`src/hw/shp_defs.vh`:
```
/*
  constants of the serial host handshake port: bit-rate divisors,
  character framing, receive buffer size and error codes.
  assumes a 250 MHz device clock.
*/
`ifndef SHP_DEFS_VH
`define SHP_DEFS_VH

`define SHP_CLK_HZ       250000000
`define SHP_DIV_W        22
// clocks per bit = clock rate / baud
`define SHP_DIV_75       (`SHP_CLK_HZ / 75)
`define SHP_DIV_150      (`SHP_CLK_HZ / 150)
`define SHP_DIV_300      (`SHP_CLK_HZ / 300)
`define SHP_DIV_600      (`SHP_CLK_HZ / 600)
`define SHP_DIV_1200     (`SHP_CLK_HZ / 1200)
`define SHP_DIV_2400     (`SHP_CLK_HZ / 2400)
`define SHP_DIV_4800     (`SHP_CLK_HZ / 4800)
`define SHP_DIV_9600     (`SHP_CLK_HZ / 9600)

`define SHP_PAR_NONE     2'h0
`define SHP_PAR_ODD      2'h1
`define SHP_PAR_EVEN     2'h2

`define SHP_CHAR_LF      8'h0a
`define SHP_CHAR_CR      8'h0d

`define SHP_BUF_AW       6
`define SHP_BUF_DEPTH    64

`define SHP_ERR_NONE     2'h0
`define SHP_ERR_SYNTAX   2'h1
`define SHP_ERR_PARITY   2'h2
`define SHP_ERR_OVERRUN  2'h3

`endif

```
`src/hw/shp_port.v`:
```
/*
  serial host handshake port: half-duplex asynchronous receiver with
  message buffer, request-to-send holdoff, and paced reply transmitter.
  assumes the command parser sits on the message/reply ports and that
  the serial and handshake inputs are already synchronous to clk_i.
  the parser delivers its reply as bytes ending in a line-feed.
*/
//
// Contract
// - data-terminal-ready held true after reset
// - start bit triggers character receive into buffer
// - characters without carrier detect are discarded
// - keep buffering until line-feed arrives
// - line-feed asserts request-to-send holdoff
// - clear-to-send and set-ready gate each character
// - negate holdoff after reply terminator sent
// - request-to-send negated right after reset
// - switches force handshake inputs true
// - polarity switch open inverts request-to-send
// - eight switch-selected bit rates, half duplex
// - seven or eight data bits
// - odd, even or no parity
// - two stop bits barred with 8+parity
// - discarded characters flag syntax error
// - parity mismatch flags parity error
// - buffer overflow flags overrun error
// - carriage return before line-feed optional
`timescale 1ns/100ps
`default_nettype none
`include "shp_defs.vh"

module shp_port #(parameter RATE_SHIFT = 0) (
  input  wire                    clk_i,
  input  wire                    reset_i,
  input  wire [2:0]              sw_baud_i,
  input  wire                    sw_eight_bits_i,
  input  wire [1:0]              sw_parity_i,
  input  wire                    sw_two_stop_i,
  input  wire                    sw_force_dcd_i,
  input  wire                    sw_force_cts_i,
  input  wire                    sw_force_dsr_i,
  input  wire                    sw_rts_open_i,
  input  wire                    rxd_i,
  input  wire                    cts_i,
  input  wire                    dsr_i,
  input  wire                    dcd_i,
  output reg                     txd_o,
  output reg                     rts_o,
  output reg                     dtr_o,
  output reg                     msg_ready_o,
  output reg  [`SHP_BUF_AW:0]    msg_len_o,
  output reg  [1:0]              msg_err_o,
  input  wire [`SHP_BUF_AW-1:0]  msg_raddr_i,
  output wire [7:0]              msg_rdata_o,
  input  wire                    reply_valid_i,
  output reg                     reply_ready_o,
  input  wire [7:0]              reply_data_i
);
  localparam RX_IDLE  = 4'b0001;
  localparam RX_START = 4'b0010;
  localparam RX_BITS  = 4'b0100;
  localparam RX_STOP  = 4'b1000;
  localparam TX_IDLE  = 4'b0001;
  localparam TX_WAIT  = 4'b0010;
  localparam TX_SHIFT = 4'b0100;
  localparam TX_DONE  = 4'b1000;

  // configuration caught once after reset release
  reg                    cfg_done_ff;
  reg [`SHP_DIV_W-1:0]   div_ff;
  reg                    eight_ff;
  reg [1:0]              par_ff;
  reg                    two_stop_ff;
  reg                    f_dcd_ff;
  reg                    f_cts_ff;
  reg                    f_dsr_ff;
  reg                    rts_inv_ff;
  reg [31:0]             nxt_div;
  wire [31:0]            div_sel = nxt_div >> RATE_SHIFT; // nonzero only to shorten bit times

  always @* begin
    case (sw_baud_i)
      3'h0:    nxt_div = `SHP_DIV_75;
      3'h1:    nxt_div = `SHP_DIV_150;
      3'h2:    nxt_div = `SHP_DIV_300;
      3'h3:    nxt_div = `SHP_DIV_600;
      3'h4:    nxt_div = `SHP_DIV_1200;
      3'h5:    nxt_div = `SHP_DIV_2400;
      3'h6:    nxt_div = `SHP_DIV_4800;
      default: nxt_div = `SHP_DIV_9600;
    endcase
  end

  always @(posedge clk_i or posedge reset_i) begin
    if (reset_i) begin
      cfg_done_ff <= 1'b0;
      div_ff      <= {`SHP_DIV_W{1'b0}};
      eight_ff    <= 1'b1;
      par_ff      <= `SHP_PAR_NONE;
      two_stop_ff <= 1'b0;
      f_dcd_ff    <= 1'b1;
      f_cts_ff    <= 1'b1;
      f_dsr_ff    <= 1'b1;
      rts_inv_ff  <= 1'b0;
    end else if (!cfg_done_ff) begin
      cfg_done_ff <= 1'b1;
      div_ff      <= div_sel[`SHP_DIV_W-1:0];
      eight_ff    <= sw_eight_bits_i;
      par_ff      <= sw_parity_i;
      // 8 data bits with parity leave room for one stop bit only
      two_stop_ff <= sw_two_stop_i & ~(sw_eight_bits_i & (sw_parity_i != `SHP_PAR_NONE));
      f_dcd_ff    <= sw_force_dcd_i;
      f_cts_ff    <= sw_force_cts_i;
      f_dsr_ff    <= sw_force_dsr_i;
      rts_inv_ff  <= sw_rts_open_i;
    end
  end

  wire dcd_ok = f_dcd_ff | dcd_i;
  wire cts_ok = f_cts_ff | cts_i;
  wire dsr_ok = f_dsr_ff | dsr_i;
  wire [3:0] nbits = {3'h0, (par_ff != `SHP_PAR_NONE)} + (eight_ff ? 4'h8 : 4'h7);

  // message state: holdoff from line-feed until reply line-feed has left
  reg busy_ff;

  // receiver
  reg [3:0]              rx_st_ff;
  reg [`SHP_DIV_W-1:0]   rx_cnt_ff;
  reg [3:0]              rx_bit_ff;
  reg [8:0]              rx_sh_ff;
  reg                    rx_dcd_ff;
  reg [`SHP_BUF_AW:0]    wr_ptr_ff;
  reg                    e_syn_ff;
  reg                    e_par_ff;
  reg                    e_ovr_ff;
  reg                    rx_we_ff;
  reg [7:0]              rx_wd_ff;
  reg [`SHP_BUF_AW-1:0]  rx_wa_ff;

  wire [7:0] rx_char = eight_ff ? rx_sh_ff[7:0] : {1'b0, rx_sh_ff[6:0]};
  wire       rx_pbit = eight_ff ? rx_sh_ff[8] : rx_sh_ff[7];
  wire       rx_par_bad = (par_ff == `SHP_PAR_ODD)  ? ~(^rx_char ^ rx_pbit) :
                          (par_ff == `SHP_PAR_EVEN) ?  (^rx_char ^ rx_pbit) : 1'b0;
  wire       rx_mid = (rx_cnt_ff == {1'b0, div_ff[`SHP_DIV_W-1:1]});
  wire       rx_end = (rx_cnt_ff == div_ff - 1'b1);

  always @(posedge clk_i or posedge reset_i) begin
    if (reset_i) begin
      rx_st_ff    <= RX_IDLE;
      rx_cnt_ff   <= {`SHP_DIV_W{1'b0}};
      rx_bit_ff   <= 4'h0;
      rx_sh_ff    <= 9'h000;
      rx_dcd_ff   <= 1'b0;
      wr_ptr_ff   <= {(`SHP_BUF_AW+1){1'b0}};
      e_syn_ff    <= 1'b0;
      e_par_ff    <= 1'b0;
      e_ovr_ff    <= 1'b0;
      rx_we_ff    <= 1'b0;
      rx_wd_ff    <= 8'h00;
      rx_wa_ff    <= {`SHP_BUF_AW{1'b0}};
      msg_ready_o <= 1'b0;
      msg_len_o   <= {(`SHP_BUF_AW+1){1'b0}};
      msg_err_o   <= `SHP_ERR_NONE;
    end else begin
      rx_we_ff    <= 1'b0;
      msg_ready_o <= 1'b0;
      case (rx_st_ff)
        RX_IDLE: begin
          rx_cnt_ff <= {`SHP_DIV_W{1'b0}};
          // while holding off the line is ignored: half duplex
          if (cfg_done_ff && !busy_ff && !rxd_i) begin
            rx_st_ff <= RX_START;
          end
        end
        RX_START: begin
          rx_cnt_ff <= rx_cnt_ff + 1'b1;
          if (rx_mid) begin
            rx_cnt_ff <= {`SHP_DIV_W{1'b0}};
            rx_bit_ff <= 4'h0;
            rx_dcd_ff <= dcd_ok;
            // a glitch shorter than half a bit is not a start
            rx_st_ff  <= rxd_i ? RX_IDLE : RX_BITS;
          end
        end
        RX_BITS: begin
          rx_cnt_ff <= rx_cnt_ff + 1'b1;
          if (rx_end) begin
            rx_cnt_ff <= {`SHP_DIV_W{1'b0}};
            rx_sh_ff[rx_bit_ff] <= rxd_i;
            rx_bit_ff <= rx_bit_ff + 1'b1;
            if (rx_bit_ff == nbits - 1'b1) begin
              rx_st_ff <= RX_STOP;
            end
          end
        end
        RX_STOP: begin
          rx_cnt_ff <= rx_cnt_ff + 1'b1;
          if (rx_end) begin
            rx_st_ff <= RX_IDLE;
            if (!rx_dcd_ff) begin
              e_syn_ff <= 1'b1;
            end else if (rx_char == `SHP_CHAR_LF) begin
              // a leading CR is just another stored byte
              msg_ready_o <= 1'b1;
              msg_len_o   <= wr_ptr_ff;
              msg_err_o   <= e_ovr_ff ? `SHP_ERR_OVERRUN :
                             (e_par_ff | rx_par_bad) ? `SHP_ERR_PARITY :
                             e_syn_ff ? `SHP_ERR_SYNTAX : `SHP_ERR_NONE;
              wr_ptr_ff   <= {(`SHP_BUF_AW+1){1'b0}};
              e_syn_ff    <= 1'b0;
              e_par_ff    <= 1'b0;
              e_ovr_ff    <= 1'b0;
            end else begin
              if (rx_par_bad) begin
                e_par_ff <= 1'b1;
              end
              if (wr_ptr_ff == `SHP_BUF_DEPTH) begin
                e_ovr_ff <= 1'b1;
              end else begin
                rx_we_ff  <= 1'b1;
                rx_wd_ff  <= rx_char;
                rx_wa_ff  <= wr_ptr_ff[`SHP_BUF_AW-1:0];
                wr_ptr_ff <= wr_ptr_ff + 1'b1;
              end
            end
          end
        end
        default: rx_st_ff <= RX_IDLE;
      endcase
    end
  end

  shp_msg_ram u_ram (
    .clk_i   (clk_i),
    .we_i    (rx_we_ff),
    .waddr_i (rx_wa_ff),
    .wdata_i (rx_wd_ff),
    .raddr_i (msg_raddr_i),
    .rdata_o (msg_rdata_o)
  );

  // reply path
  wire       rb_in_ready;
  wire       rb_valid;
  wire [7:0] rb_data;
  reg        rb_pop;
  wire       rb_push = reply_valid_i & reply_ready_o;

  shp_skid_buf u_buf (
    .clk_i       (clk_i),
    .reset_i     (reset_i),
    .in_valid_i  (rb_push),
    .in_ready_o  (rb_in_ready),
    .in_data_i   (reply_data_i),
    .out_valid_o (rb_valid),
    .out_ready_i (rb_pop),
    .out_data_o  (rb_data)
  );

  reg [3:0]             tx_st_ff;
  reg [`SHP_DIV_W-1:0]  tx_cnt_ff;
  reg [3:0]             tx_bit_ff;
  reg [11:0]            tx_sh_ff;
  reg                   tx_last_ff;
  wire [3:0]            tx_total = nbits + (two_stop_ff ? 4'h2 : 4'h1);
  wire [7:0]            tx_char  = eight_ff ? rb_data : {1'b0, rb_data[6:0]};
  wire                  tx_pbit  = (par_ff == `SHP_PAR_ODD) ? ~(^tx_char) : ^tx_char;

  always @* begin
    rb_pop = (tx_st_ff == TX_WAIT) && rb_valid && cts_ok && dsr_ok;
  end

  always @(posedge clk_i or posedge reset_i) begin
    if (reset_i) begin
      tx_st_ff      <= TX_IDLE;
      tx_cnt_ff     <= {`SHP_DIV_W{1'b0}};
      tx_bit_ff     <= 4'h0;
      tx_sh_ff      <= 12'hfff;
      tx_last_ff    <= 1'b0;
      busy_ff       <= 1'b0;
      txd_o         <= 1'b1;
      rts_o         <= 1'b0;
      dtr_o         <= 1'b0;
      reply_ready_o <= 1'b0;
    end else begin
      dtr_o         <= 1'b1;
      // the switch is read live on the first edge so rts does not show asserted after reset
      rts_o         <= busy_ff ^ (cfg_done_ff ? rts_inv_ff : sw_rts_open_i);
      reply_ready_o <= rb_in_ready & busy_ff & ~rb_push; // never overstates room
      case (tx_st_ff)
        TX_IDLE: begin
          txd_o <= 1'b1;
          if (busy_ff) begin
            tx_st_ff <= TX_WAIT;
          end
        end
        TX_WAIT: begin
          // handshake looked at only here, once per character
          if (rb_pop) begin
            tx_last_ff <= (rb_data == `SHP_CHAR_LF);
            tx_sh_ff   <= eight_ff ?
                          (par_ff == `SHP_PAR_NONE ? {3'h7, tx_char, 1'b0} :
                                                     {2'h3, tx_pbit, tx_char, 1'b0}) :
                          (par_ff == `SHP_PAR_NONE ? {4'hf, tx_char[6:0], 1'b0} :
                                                     {3'h7, tx_pbit, tx_char[6:0], 1'b0});
            tx_cnt_ff  <= {`SHP_DIV_W{1'b0}};
            tx_bit_ff  <= 4'h0;
            tx_st_ff   <= TX_SHIFT;
          end
        end
        TX_SHIFT: begin
          txd_o     <= tx_sh_ff[0];
          tx_cnt_ff <= tx_cnt_ff + 1'b1;
          if (tx_cnt_ff == div_ff - 1'b1) begin
            tx_cnt_ff <= {`SHP_DIV_W{1'b0}};
            tx_sh_ff  <= {1'b1, tx_sh_ff[11:1]};
            tx_bit_ff <= tx_bit_ff + 1'b1;
            if (tx_bit_ff == tx_total) begin
              tx_st_ff <= tx_last_ff ? TX_DONE : TX_WAIT;
            end
          end
        end
        TX_DONE: begin
          txd_o    <= 1'b1;
          busy_ff  <= 1'b0;
          tx_st_ff <= TX_IDLE;
        end
        default: tx_st_ff <= TX_IDLE;
      endcase
      if (msg_ready_o) begin
        busy_ff <= 1'b1;
      end
    end
  end
endmodule
`default_nettype wire

```
`src/hw/shp_msg_ram.v`:
```
/*
  receive message buffer: one write port, one read port, registered read data.
  assumes the caller bounds the write address to the buffer depth.
*/
`timescale 1ns/100ps
`default_nettype none
`include "shp_defs.vh"

module shp_msg_ram (
  input  wire                    clk_i,
  input  wire                    we_i,
  input  wire [`SHP_BUF_AW-1:0]  waddr_i,
  input  wire [7:0]              wdata_i,
  input  wire [`SHP_BUF_AW-1:0]  raddr_i,
  output reg  [7:0]              rdata_o
);
  reg [7:0] mem [0:`SHP_BUF_DEPTH-1];

  always @(posedge clk_i) begin
    if (we_i) begin
      mem[waddr_i] <= wdata_i;
    end
    rdata_o <= mem[raddr_i];
  end
endmodule
`default_nettype wire

```
`src/hw/shp_skid_buf.v`:
```
/*
  two-entry buffer with valid/ready on both sides for reply characters.
  assumes a single clock and asynchronous active-high reset.
*/
`timescale 1ns/100ps
`default_nettype none

module shp_skid_buf (
  input  wire       clk_i,
  input  wire       reset_i,
  input  wire       in_valid_i,
  output wire       in_ready_o,
  input  wire [7:0] in_data_i,
  output wire       out_valid_o,
  input  wire       out_ready_i,
  output wire [7:0] out_data_o
);
  reg [7:0] ent_ff [0:1];
  reg       rd_ff;
  reg       wr_ff;
  reg [1:0] cnt_ff;
  wire      push;
  wire      pop;

  assign in_ready_o  = (cnt_ff != 2'h2);
  assign out_valid_o = (cnt_ff != 2'h0);
  assign out_data_o  = ent_ff[rd_ff];
  assign push        = in_valid_i & in_ready_o;
  assign pop         = out_valid_o & out_ready_i;

  always @(posedge clk_i or posedge reset_i) begin
    if (reset_i) begin
      rd_ff     <= 1'b0;
      wr_ff     <= 1'b0;
      cnt_ff    <= 2'h0;
      ent_ff[0] <= 8'h00;
      ent_ff[1] <= 8'h00;
    end else begin
      if (push) begin
        ent_ff[wr_ff] <= in_data_i;
        wr_ff         <= ~wr_ff;
      end
      if (pop) begin
        rd_ff <= ~rd_ff;
      end
      cnt_ff <= cnt_ff + {1'b0, push} - {1'b0, pop};
    end
  end
endmodule
`default_nettype wire

```
`config.mk`:
```
export PLATFORM = sky130hd
export DESIGN_NAME = shp_port
export DESIGN_NICKNAME = d
export VERILOG_FILES = /design/src/hw/shp_port.v /design/src/hw/shp_msg_ram.v /design/src/hw/shp_skid_buf.v
export VERILOG_INCLUDE_DIRS = /design/src /design/src/hw
export SDC_FILE = /design/constraint.sdc
export NUM_CORES = 1
export LEC_CHECK = 0
export CAP_MARGIN = 40
export CORE_ASPECT_RATIO = 1.2
export CORE_MARGIN = 2
export CORE_UTILIZATION = 60
export CTS_CLUSTER_SIZE = 28
export DETAILED_ROUTE_END_ITERATION = 8
export DONT_BUFFER_PORTS = 1
export HOLD_SLACK_MARGIN = 0.08
export PLACE_DENSITY_LB_ADDON = 0.1
export SLEW_MARGIN = 40
export SYNTH_ARGS = -nofsm -noshare
export SYNTH_HDL_FRONTEND = slang
export SYNTH_HIERARCHICAL = 1
export SYNTH_SLANG_ARGS = --single-unit
```
`constraint.sdc`:
```
create_clock -name clk_i -period 6.3 [get_ports clk_i]
set_input_delay 0.945 -clock clk_i [delete_from_list [all_inputs] [get_ports clk_i]]
set_output_delay 0.945 -clock clk_i [all_outputs]
set_load 0.02 [all_outputs]
```
==> reports/metrics.json, run 1 <==
{
  "drive_gt1_frac": 0.185,
  "data_arrival_time_of_the_critical_path_ps": 5320,
  "die_height_microns": 252,
  "post_cts.resized_instances": 0,
  "fillCellCount": 3539,
  "drt_wl_total_mm": 65.3,
  "syn-mean-instance-area_sq_um": 15.1,
  "critical_path.cell_chain": "or4_1 -> nand4b_1 -> xnor2_1 -> a2111oi_0 -> o2111ai_1 -> nor4_4 -> buf_4 -> nand2_1 -> nor2_2 -> mux2_2",
  "postCtsSetupRepairBufs": 0,
  "drt_iter0_markers": 1396,
  "areaGrowthSynthToFinish_pct": 8.17,
  "total_power_w": 0.00954,
  "synth_enable_flop_cells": 512,
  "grt.total_usage": 0.252,
  "synth_cell_types": 90,
  "crit_path_top_delay_cell": "or4_1",
  "fp.dieW_microns": 211,
  "antenna_found_initial": 0,
  "fmaxAchievable_ghz": 0.206,
  "postCtsHoldBufs": 0,
  "fin_setup_tns_ps": 0,
  "yosysTopAreaCellShare": 0.499,
  "critical_path.top_delay_family": "simple AND/OR/NAND/NOR gates",
  "ys_top_cells_by_count": "512 x edfxtp_1, 154 x dfrtp_1, 148 x nor2_1",
  "ir_drop_uv": 304,
  "wire_length_of_the_first_global_routing_pass_mm": 101,
  "drcViolationCount": 0,
  "report.final.hold_viol_count": 0,
  "antenna_cells": 0,
  "avgRoutedWirePerCell_microns": 24.3,
  "drt.antenna.violating_nets": 0,
  "leading_cell_type_by_number_of_instances_after_synthesis": "edfxtp_1",
  "first_global_vias": 17450,
  "crit_type": "flip-flop to flip-flop",
  "critPathMaxFanout": 12,
  "timing.clock.skew_ps": 20.6,
  "asyncSetResetFlopFracSynth": 0.247,
  "startpoint_type": "flip-flop",
  "status": "finished, final reports clean",
  "power.density_cell_area_mw_per_mm2": 286,
  "timing.hold.worst.class": "primary input to asynchronous set/reset pin",
  "final_period_minus_worst_setup_slack_ps": 4850,
  "grt_max_degree": 126,
  "rsz0062_at_grt": "no",
  "leakage_nw": 10.1,
  "max-slew-margin-rel": 0.398,
  "vias": 17380,
  "core-area_sq_mm": 0.0504,
  "tightest_slew_ps": 900,
  "detail_route.vias_per_cell": 6.48,
  "path_buf_inv": 1,
  "post-route-util": 0.660,
  "cp_slowest_stage_delay_ps": 800,
  "cts.htree.levels": 3,
  "min_period_over_period": 0.769,
  "initial_utilization": 0.610,
  "critical_path.startpoint": "div_ff[9]",
  "timing_max_transition_violations_final": 0,
  "post_synth_instance_area_sq_mm": 0.0308,
  "synth_warnings": 6,
  "ctsRootBufferMaster": "clkbuf_16",
  "routabilityCongestion": 0.934,
  "worst_setup_end_kind": "flip-flop",
  "synth_flop_cell": "edfxtp_1",
  "first_pass_iters": 5,
  "clock-sinks": 691,
  "clk_latency_ps": 600,
  "mappedNetlistNets": 2100,
  "timing.max_cap.violations": 0,
  "clockBufferDepth": 3,
  "tritoncts.num_buffers": 67,
  "cts_tree": "built",
  "clkSlewWorstSetupHoldPaths_ps": 60,
  "worst_ep_required_time_ps": 6770,
  "synth-seq-cells": 691,
  "synth.largest_area_cell": "edfxtp_1",
  "setup_viol_count_final": 0,
  "timing.rr.start": "div_ff[9]",
  "design.portCount": 54,
  "globalRouteOverflowTotal": 0,
  "synth_sequential_area_ratio": 0.644,
  "finish.net_count": 2047,
  "syn-instance-count": 2041,
  "dp_hpwl_mm": 41.1,
  "std_cell_rows": 90,
  "io_buffer_count": 0,
  "synth_area_leaders": "edfxtp_1 50%, dfrtp_1 13%, mux4_2 8.8%, nor2_1 1.8%, mux2_2 1.7%",
  "total_die_area_sq_mm": 0.0531
}
through the flow:
| step | instance area, sq um | std cells | hold WS, ps | setup slack [ps] |
|---|---|---|---|---|
| finish | 33300 | 2684 | 223 | 1450 |
| global route | 33300 | 2684 | 257 | 1230 |
| CTS | 33200 | 2684 | 326 | 1260 |
| detailed placement | 31000 | 2563 | 477 | 1280 |
| global placement | 31000 | 2562 | 477 | 1420 |
| floorplan | 30800 | 2041 | 448 | 1320 |
registers in the layout, summed over array words and instances (netlist names), 4 cells and up:
signal and cells:
tx_sh_ff 10, msg_len_o 7, div_ff 22, u_ram/rdata_o 8
tx_bit_ff 4, u_ram/mem 512, wr_ptr_ff 7, rx_cnt_ff 22
rx_sh_ff 9, tx_st_ff 4, rx_bit_ff 4, rx_wa_ff 6
rx_wd_ff 8, rx_st_ff 4, tx_cnt_ff 22, u_buf/ent_ff 16
report_power, final:
part | internal (W) | switching [W]
Clock | 0.00237 | 0.00165
Combinational | 0.000220 | 0.000312
Sequential | 0.00488 | 0.0000953
Total | 0.00748 | 0.00206
worst paths after layout:
path | slack (ps) | depth (start not counted) | endpoint
min | 220 | 1 | u_buf/ent_ff[1]
max | 1450 | 10 | msg_len_o[6]
max in group asynchronous | 4750 | 2 | dtr_o
min reg2reg | 490 | 1 | u_buf/wr_ff
min in group clk_i | 440 | 1 | div_ff[20]
max reg2reg | 1450 | 10 | msg_len_o[6]
kinds of logic (layout without fill, tap and decap cells):
| logic type | after synthesis | count (layout) | synth area share |
|---|---|---|---|
| and+or+nand+nor | 540 | 540 | 0.0920 |
| buffers and inverters | 178 | 177 | 0.0284 |
| xor gates and xnor gates | 110 | 110 | 0.0345 |
| DFF | 691 | 691 | 0.644 |
| AOI/OAI and AO/OA | 271 | 271 | 0.0582 |
| adders and majority gates | 27 | 27 | 0.0115 |
| muxes | 223 | 223 | 0.131 |
| other | 1 | 1 | 0.000122 |
layer usage:
layer,vias up,part of all wire,global-route usage
li1,7765,-,-
met4,0,0.029,0.0970
met5,-,0,0
met3,121,0.057,0.0373
met1,8902,0.40,0.333
met2,592,0.51,0.427
placed cells by master, fill, tap and decap left out, types with 31 or more instances in the layout:
cell type  netlist  routed
clkbuf_16        0      70
o22ai_1         31      31
mux2_2          47      47
mux4_2         120     120
nand3_1         52      52
dfrtp_1        154     145
nor2_1         148     126
o21ai_0         82      82
nor3_1          39      39
xnor2_1         60      60
inv_1           45      43
xor2_1          43      43
nand2_1        119     119
edfxtp_1       512     512
layout make-up:
cell class / count / area [sq um] / area share
clock buffers: 95 / 1920 / 0.0576
clock inverters: 26 / 290 / 0.00872
inverters: 45 / 176 / 0.00530
multi-input cells: 1172 / 10200 / 0.305
flip-flops and latches: 691 / 19900 / 0.596
well taps: 644 / 806 / 0.0242
repair buffers: 11 / 80.1 / 0.00240
No activity file was read; power rests on OpenSTA's default activity.
==> run 2, diff against run 1 <==
Clock period 6.3 ns to 4.54 ns, I/O delays scaled along.
==> reports/metrics.json, run 2 (synthesis results as in run 1) <==
{
  "timing.clock.skew": {"value": 23.4, "unit": "ps", "change": "+2.76 ps"},
  "drt.antenna.violating_nets": {"value": 0, "change": "unchanged"},
  "finalHoldWorstSlack": {"value": 190, "unit": "ps", "change": "-33.2 ps"},
  "critical_path.top_delay_family": "simple AND/OR/NAND/NOR gates",
  "core-area": {"value": 0.0504, "unit": "sq mm", "change": "unchanged"},
  "fmaxAchievable": {"value": 0.237, "unit": "GHz", "change": "+15%"},
  "finish.net_count": {"value": 2062, "change": "+0.73%"},
  "globalRouteOverflowTotal": {"value": 0, "change": "unchanged"},
  "cp_slowest_stage_delay": {"value": 610, "unit": "ps", "change": "-190 ps"},
  "tritoncts.num_buffers": {"value": 67, "change": "unchanged"},
  "post-route-util": {"value": 0.660, "change": "about the same"},
  "cts.htree.levels": {"value": 3, "change": "unchanged"},
  "routabilityCongestion": {"value": 0.892, "change": "-4.5%"},
  "die_height": {"value": 252, "unit": "microns", "change": "unchanged"},
  "first_global_vias": {"value": 17545, "change": "+0.54%"},
  "initial_utilization": {"value": 0.610, "change": "unchanged"},
  "final_period_minus_worst_setup_slack": {"value": 4210, "unit": "ps", "change": "-631 ps"},
  "critical_path.startpoint": "div_ff[0]",
  "ctsRootBufferMaster": "clkbuf_16",
  "total_die_area": {"value": 0.0531, "unit": "sq mm", "change": "unchanged"},
  "data_arrival_time_of_the_critical_path": {"value": 4690, "unit": "ps", "change": "-630 ps"},
  "largest_register": "u_ram/mem",
  "std_cell_rows": {"value": 90, "change": "unchanged"},
  "final_common_cell": "edfxtp_1",
  "wire_length_of_the_first_global_routing_pass": {"value": 102, "unit": "mm", "change": "+1.0%"},
  "grt.total_usage": {"value": 0.255, "change": "+0.00346"},
  "vias": {"value": 17267, "change": "-0.65%"},
  "power.density_cell_area": {"value": 390, "unit": "mW/mm^2", "change": "+36%"},
  "max-slew-margin-rel": {"value": 0.406, "change": "+0.00842"},
  "report.final.hold_viol_count": {"value": 0, "change": "unchanged"},
  "dp_hpwl": {"value": 41.8, "unit": "mm", "change": "+1.6%"},
  "place_inst": {"value": 2575, "change": "+0.47%"},
  "postCtsSetupRepairBufs": {"value": 0, "change": "unchanged"},
  "drive_gt1_frac": {"value": 0.187, "change": "+0.00193"},
  "fin_setup_tns": {"value": 0, "unit": "ps", "change": "unchanged"},
  "avgRoutedWirePerCell": {"value": 24.4, "unit": "microns", "change": "+0.21%"},
  "ir_drop": {"value": 283, "unit": "uV", "change": "-7.1%"},
  "clockBufferDepth": {"value": 3, "change": "unchanged"},
  "clock-sinks": {"value": 691, "change": "unchanged"},
  "clk_latency": {"value": 600, "unit": "ps", "change": "about the same"},
  "cts_tree": "built",
  "crit_path_top_delay_cell": "or4b_1",
  "rsz0062_at_grt": "yes",
  "worst_ep_required_time": {"value": 5020, "unit": "ps", "change": "-1750 ps"},
  "antenna_cells": {"value": 0, "change": "unchanged"},
  "areaGrowthSynthToFinish": {"value": 8.16, "unit": "%", "change": "about the same"},
  "timing.max_cap.violations": {"value": 0, "change": "unchanged"},
  "timing_max_transition_violations_final": {"value": 0, "change": "unchanged"},
  "grt_max_degree": {"value": 126, "change": "unchanged"},
  "final-instance-count-excl-fill": {"value": 2695, "change": "+0.41%"},
  "final_cell_mix": "512 x edfxtp_1, 145 x dfrtp_1, 129 x nor2_1",
  "drt_wl_total": {"value": 65.7, "unit": "mm", "change": "+0.62%"},
  "timing.rr.start": "div_ff[0]",
  "critical_path.cell_chain": "inv_1 -> ha_1 -> or4b_1 -> nor4_2 -> xnor3_1 -> and4_1 -> nand3_2 -> nor4_4 -> nand4_2 -> mux2_2",
  "fp.dieW": {"value": 211, "unit": "microns", "change": "unchanged"},
  "post_cts.resized_instances": {"value": 0, "change": "unchanged"},
  "worst_setup_end_kind": "flip-flop",
  "startpoint_type": "flip-flop",
  "largest_register_ff_count": {"value": 512, "change": "unchanged"},
  "drt_iter0_markers": {"value": 1236, "change": "-11%"},
  "crit_type": "flip-flop to flip-flop",
  "design.portCount": {"value": 54, "change": "unchanged"},
  "total_power": {"value": 0.0130, "unit": "W", "change": "+36%"},
  "setup_viol_count_final": {"value": 0, "change": "unchanged"},
  "worst_hold_startpoint": "sw_baud_i[2]",
  "clkSlewWorstSetupHoldPaths": {"value": 60, "unit": "ps", "change": "about the same"},
  "tightest_slew": {"value": 888, "unit": "ps", "change": "-12.6 ps"},
  "drcViolationCount": {"value": 0, "change": "unchanged"},
  "timing.hold.worst.class": "primary input to flip-flop",
  "io_buffer_count": {"value": 0, "change": "unchanged"},
  "detail_route.vias_per_cell": {"value": 6.41, "change": "-1.1%"},
  "min_period_over_period": {"value": 0.928, "change": "+0.159"},
  "critPathMaxFanout": {"value": 24, "change": "+12"},
  "first_pass_iters": {"value": 6, "change": "+1"},
  "antenna_found_initial": {"value": 0, "change": "unchanged"},
  "leakage": {"value": 10.1, "unit": "nW", "change": "about the same"},
  "path_buf_inv": {"value": 1, "change": "unchanged"},
  "status": "finished, final reports clean"
}
==> run 2: changes by cell type in the layout (fill, tap and decap cells not counted), sizes merged <==
| cell | previous run | this run |
|---|---|---|
| clkbuf | 95 | 79 |
| buf | 11 | 25 |
| clkinv | 16 | 28 |
| clkinvlp | 1 | 4 |
| inv | 48 | 46 |
| bufinv | 6 | 5 |
| dlygate4sd3 | 0 | 1 |
==> run 2: timing repair <==
action / 4_1_cts / 5_1_grt
hold endpoints to repair: 0 / 28
setup endpoints to repair: 0 / 3
hold buffers: 0 / 1
==> run 2: path summary, 6_finish.rpt <==
kind / to / slack [ps] / cells past startpoint
min in group asynchronous: msg_len_o[3] / 550 / 2
max in group asynchronous: rx_cnt_ff[4] / 3140 / 3
worst max register to register: rx_wd_ff[1] / 330 / 10
worst min register to register: u_buf/wr_ff / 490 / 1
worst min-delay path: div_ff[20] / 190 / 1
worst max-delay path: rx_wd_ff[1] / 330 / 10
==> run 2: stage by stage <==
stage	instance area [sq um]	worst slack (ps)
3_5_place_dp	31100	289
2_1_floorplan	30800	884
3_3_place_gp	31100	350
4_1_cts	33200	266
5_1_grt	33300	-4.90
6_report	33300	326
==> run 2: per-layer routing <==
metal	routed length [microns]	GRT usage	vias to the layer above
met4	2460	0.114	0
met2	33500	0.430	527
met1	26100	0.335	8837
li1	-	-	7787
met3	3620	0.0365	116
met5	0	0	-
==> run 2: final cells by class <==
type / instances / area [sq um]
flip-flops and latches: 691 / 19900
fillers: 3539 / 17100
multi-input cells: 1172 / 10100
clock buffers: 79 / 1760
well taps: 644 / 806
clock inverters: 38 / 325
repair buffers: 26 / 223
inverters: 45 / 173
==> run 2: where the power goes <==
part           internal (W)  switching, W  total (W)
logic              0.000314      0.000434   0.000748
clock network       0.00306       0.00228    0.00534
registers           0.00678      0.000130    0.00691
total                0.0102       0.00284     0.0130
==> run 3, diff against run 2 <==
Clock period 4.54 ns to 4.22 ns, I/O delays scaled along.
==> reports/metrics.json, run 3 (synthesis results as in run 1) <==
{
  "drt.antenna.violating_nets": {"value": 0, "change": "unchanged"},
  "multi_input_comb_area": {"value": 0.0102, "unit": "sq mm", "change": "+0.30%"},
  "internal_power": {"value": 0.0111, "unit": "W", "change": "+9.3%"},
  "post-route-util": {"value": 0.665, "change": "+0.00469"},
  "worst_setup_end_kind": "flip-flop",
  "timing.clock.skew": {"value": 22.1, "unit": "ps", "change": "-1.24 ps"},
  "worst_ep_required_time": {"value": 4700, "unit": "ps", "change": "-320 ps"},
  "dp_hpwl": {"value": 42.0, "unit": "mm", "change": "+0.41%"},
  "clock-sinks": {"value": 691, "change": "unchanged"},
  "fillCellCount": {"value": 3616, "change": "+2.2%"},
  "routabilityCongestion": {"value": 0.880, "change": "-1.4%"},
  "globalRouteOverflowTotal": {"value": 0, "change": "unchanged"},
  "clk_latency": {"value": 610, "unit": "ps", "change": "about the same"},
  "die_height": {"value": 252, "unit": "microns", "change": "unchanged"},
  "report.final.hold_viol_count": {"value": 0, "change": "unchanged"},
  "avgRoutedWirePerCell": {"value": 24.6, "unit": "microns", "change": "+1.1%"},
  "timing.hold.worst.class": "primary input to flip-flop",
  "tritoncts.num_buffers": {"value": 67, "change": "unchanged"},
  "ctsRootBufferMaster": "clkbuf_16",
  "fin_setup_tns": {"value": 0, "unit": "ps", "change": "unchanged"},
  "cts_tree": "built",
  "worst_hold_startpoint": "sw_baud_i[2]",
  "total_die_area": {"value": 0.0531, "unit": "sq mm", "change": "unchanged"},
  "cts.htree.levels": {"value": 3, "change": "unchanged"},
  "sw_frac_of_total": {"value": 0.219, "change": "+0.000331"},
  "setup_viol_count_final": {"value": 0, "change": "unchanged"},
  "final_common_cell": "edfxtp_1",
  "startpoint_type": "flip-flop",
  "final-seq-area": {"value": 0.0199, "unit": "sq mm", "change": "about the same"},
  "first_global_vias": {"value": 17434, "change": "-0.63%"},
  "min_path_cells": {"value": 1, "change": "unchanged"},
  "io_buffer_count": {"value": 0, "change": "unchanged"},
  "first_pass_iters": {"value": 5, "change": "-1"},
  "power.net_switching": {"value": 0.00311, "unit": "W", "change": "+9.5%"},
  "critical_path.startpoint": "div_ff[4]",
  "min_period_over_period": {"value": 0.933, "change": "+0.00433"},
  "wire_length_of_the_first_global_routing_pass": {"value": 103, "unit": "mm", "change": "+0.75%"},
  "grt.total_usage": {"value": 0.258, "change": "+0.00234"},
  "design.portCount": {"value": 54, "change": "unchanged"},
  "share_clk_of_total_power": {"value": 0.418, "change": "+0.007"},
  "final_period_minus_worst_setup_slack": {"value": 3940, "unit": "ps", "change": "-279 ps"},
  "combPwrFrac": {"value": 0.061, "change": "+0.003"},
  "clockBufferDepth": {"value": 3, "change": "unchanged"},
  "initial_utilization": {"value": 0.610, "change": "unchanged"},
  "max-slew-margin-rel": {"value": 0.409, "change": "+0.00255"},
  "antenna_cells": {"value": 0, "change": "unchanged"},
  "tightest_slew": {"value": 884, "unit": "ps", "change": "-3.81 ps"},
  "final_cell_mix": "512 x edfxtp_1, 145 x dfrtp_1, 124 x nor2_1",
  "drcViolationCount": {"value": 0, "change": "unchanged"},
  "status": "finished, final reports clean",
  "timing_max_transition_violations_final": {"value": 0, "change": "unchanged"},
  "clkSlewWorstSetupHoldPaths": {"value": 60, "unit": "ps", "change": "about the same"},
  "fmaxAchievable": {"value": 0.254, "unit": "GHz", "change": "+7.1%"},
  "finish.net_count": {"value": 2075, "change": "+0.63%"},
  "leakage": {"value": 10.2, "unit": "nW", "change": "+1.1%"},
  "power.density_cell_area": {"value": 424, "unit": "mW/mm^2", "change": "+8.6%"},
  "areaGrowthSynthToFinish_pct": 8.93,
  "grt_max_degree": {"value": 152, "change": "+21%"},
  "antenna_found_initial": {"value": 0, "change": "unchanged"},
  "count_of_cells_along_the_worst_register_to_register_path": {"value": 12, "change": "+2"},
  "rsz0062_at_grt": "no",
  "core-area": {"value": 0.0504, "unit": "sq mm", "change": "unchanged"},
  "drt_iter0_markers": {"value": 1258, "change": "+1.8%"},
  "critPathMaxFanout": {"value": 10, "change": "-58%"},
  "setup.reg_to_reg.worst_slack": {"value": 280, "unit": "ps", "change": "-40 ps"},
  "largest_register_ff_count": {"value": 512, "change": "unchanged"},
  "worst_r2r_endpoint": "rx_sh_ff[3]",
  "ir_drop": {"value": 484, "unit": "uV", "change": "+71%"},
  "timing.hold.worst_endpoint": "div_ff[19]",
  "drive_gt1_frac": {"value": 0.195, "change": "+0.00823"},
  "detail_route.vias_per_cell": {"value": 6.45, "change": "+0.63%"},
  "power_frac_seq": {"value": 0.521, "change": "-0.011"},
  "fp.dieW": {"value": 211, "unit": "microns", "change": "unchanged"},
  "std_cell_rows": {"value": 90, "change": "unchanged"},
  "drt_wl_total": {"value": 66.8, "unit": "mm", "change": "+1.7%"},
  "crit_type": "flip-flop to flip-flop",
  "data_arrival_time_of_the_critical_path": {"value": 4420, "unit": "ps", "change": "-270 ps"},
  "vias": {"value": 17479, "change": "+1.2%"},
  "largest_register": "u_ram/mem",
  "timing.max_cap.violations": {"value": 0, "change": "unchanged"},
  "timing.rr.start": "div_ff[4]"
}
==> run 3: worst max path at each step <==
| stage | endpoint | slack, ps | depth (start not counted) |
|---|---|---|---|
| floorplan | rx_sh_ff[3] | 560 | 12 |
| global placement | rx_sh_ff[3] | 330 | 12 |
| detailed placement | rx_sh_ff[3] | 210 | 12 |
| CTS | rx_sh_ff[3] | 170 | 12 |
| global route | rx_sh_ff[3] | 70 | 15 |
| finish | rx_sh_ff[3] | 280 | 12 |
==> run 3: layer usage <==
metal	share of wire	vias up	track usage	routed length, microns
li1	-	7815	-	-
met1	0.40	9003	0.340	26600
met2	0.51	542	0.440	34200
met3	0.058	119	0.0354	3860
met4	0.033	0	0.0986	2180
met5	0	-	0	0
==> run 3: cell type report <==
class | count | area share
Clock buffer | 85 | 0.0545
Inverter | 45 | 0.00515
Timing Repair Buffer | 39 | 0.0100
Multi-Input combinational cell | 1172 | 0.303
Clock inverter | 35 | 0.0106
Tap cell | 644 | 0.0240
Sequential cell | 691 | 0.592
==> run 3: critical path: stages, from the launching register on <==
cell	delay, ps
dfrtp_1	510
or4_1	590
nor2_1	280
xor3_1	270
a2111oi_0	440
buf_4	210
o2111ai_1	190
nor4_4	200
buf_4	230
buf_4	160
nand2_4	100
nor4b_4	290
mux2_1	350
==> run 3: through the flow <==
stage / instance area [sq um] / hold WS, ps / cells / worst slack [ps] / total power [W]
3_3_place_gp: 31200 / 475 / 2586 / 330 / 0.00838
4_1_cts: 33400 / 85.4 / 2708 / 170 / 0.0143
5_1_grt: 33500 / 104 / 2711 / 66.7 / 0.0147
6_report: 33500 / 118 / 2711 / 284 / 0.0142
2_1_floorplan: 30800 / 448 / 2041 / 564 / 0.00824
3_5_place_dp: 31200 / 481 / 2586 / 211 / 0.00840
==> run 3: repair_timing <==
| action | in CTS | in global routing |
|---|---|---|
| setup endpoints to repair | 0 | 10 |
| hold endpoints to repair | 21 | 68 |
| hold buffers | 2 | 1 |
| resized for setup | 0 | 3 |
| buffers inserted | 0 | 0 |
==> run 3: power by group through the flow <==
stage                     Combinational [W]  Clock, W  Sequential (W)
final                              0.000862   0.00594         0.00740
after global routing               0.000938   0.00633         0.00741
after CTS                          0.000861   0.00608         0.00740
after global placement             0.000840         0         0.00754
after detailed placement           0.000856         0         0.00754
after floorplan                    0.000762         0         0.00748
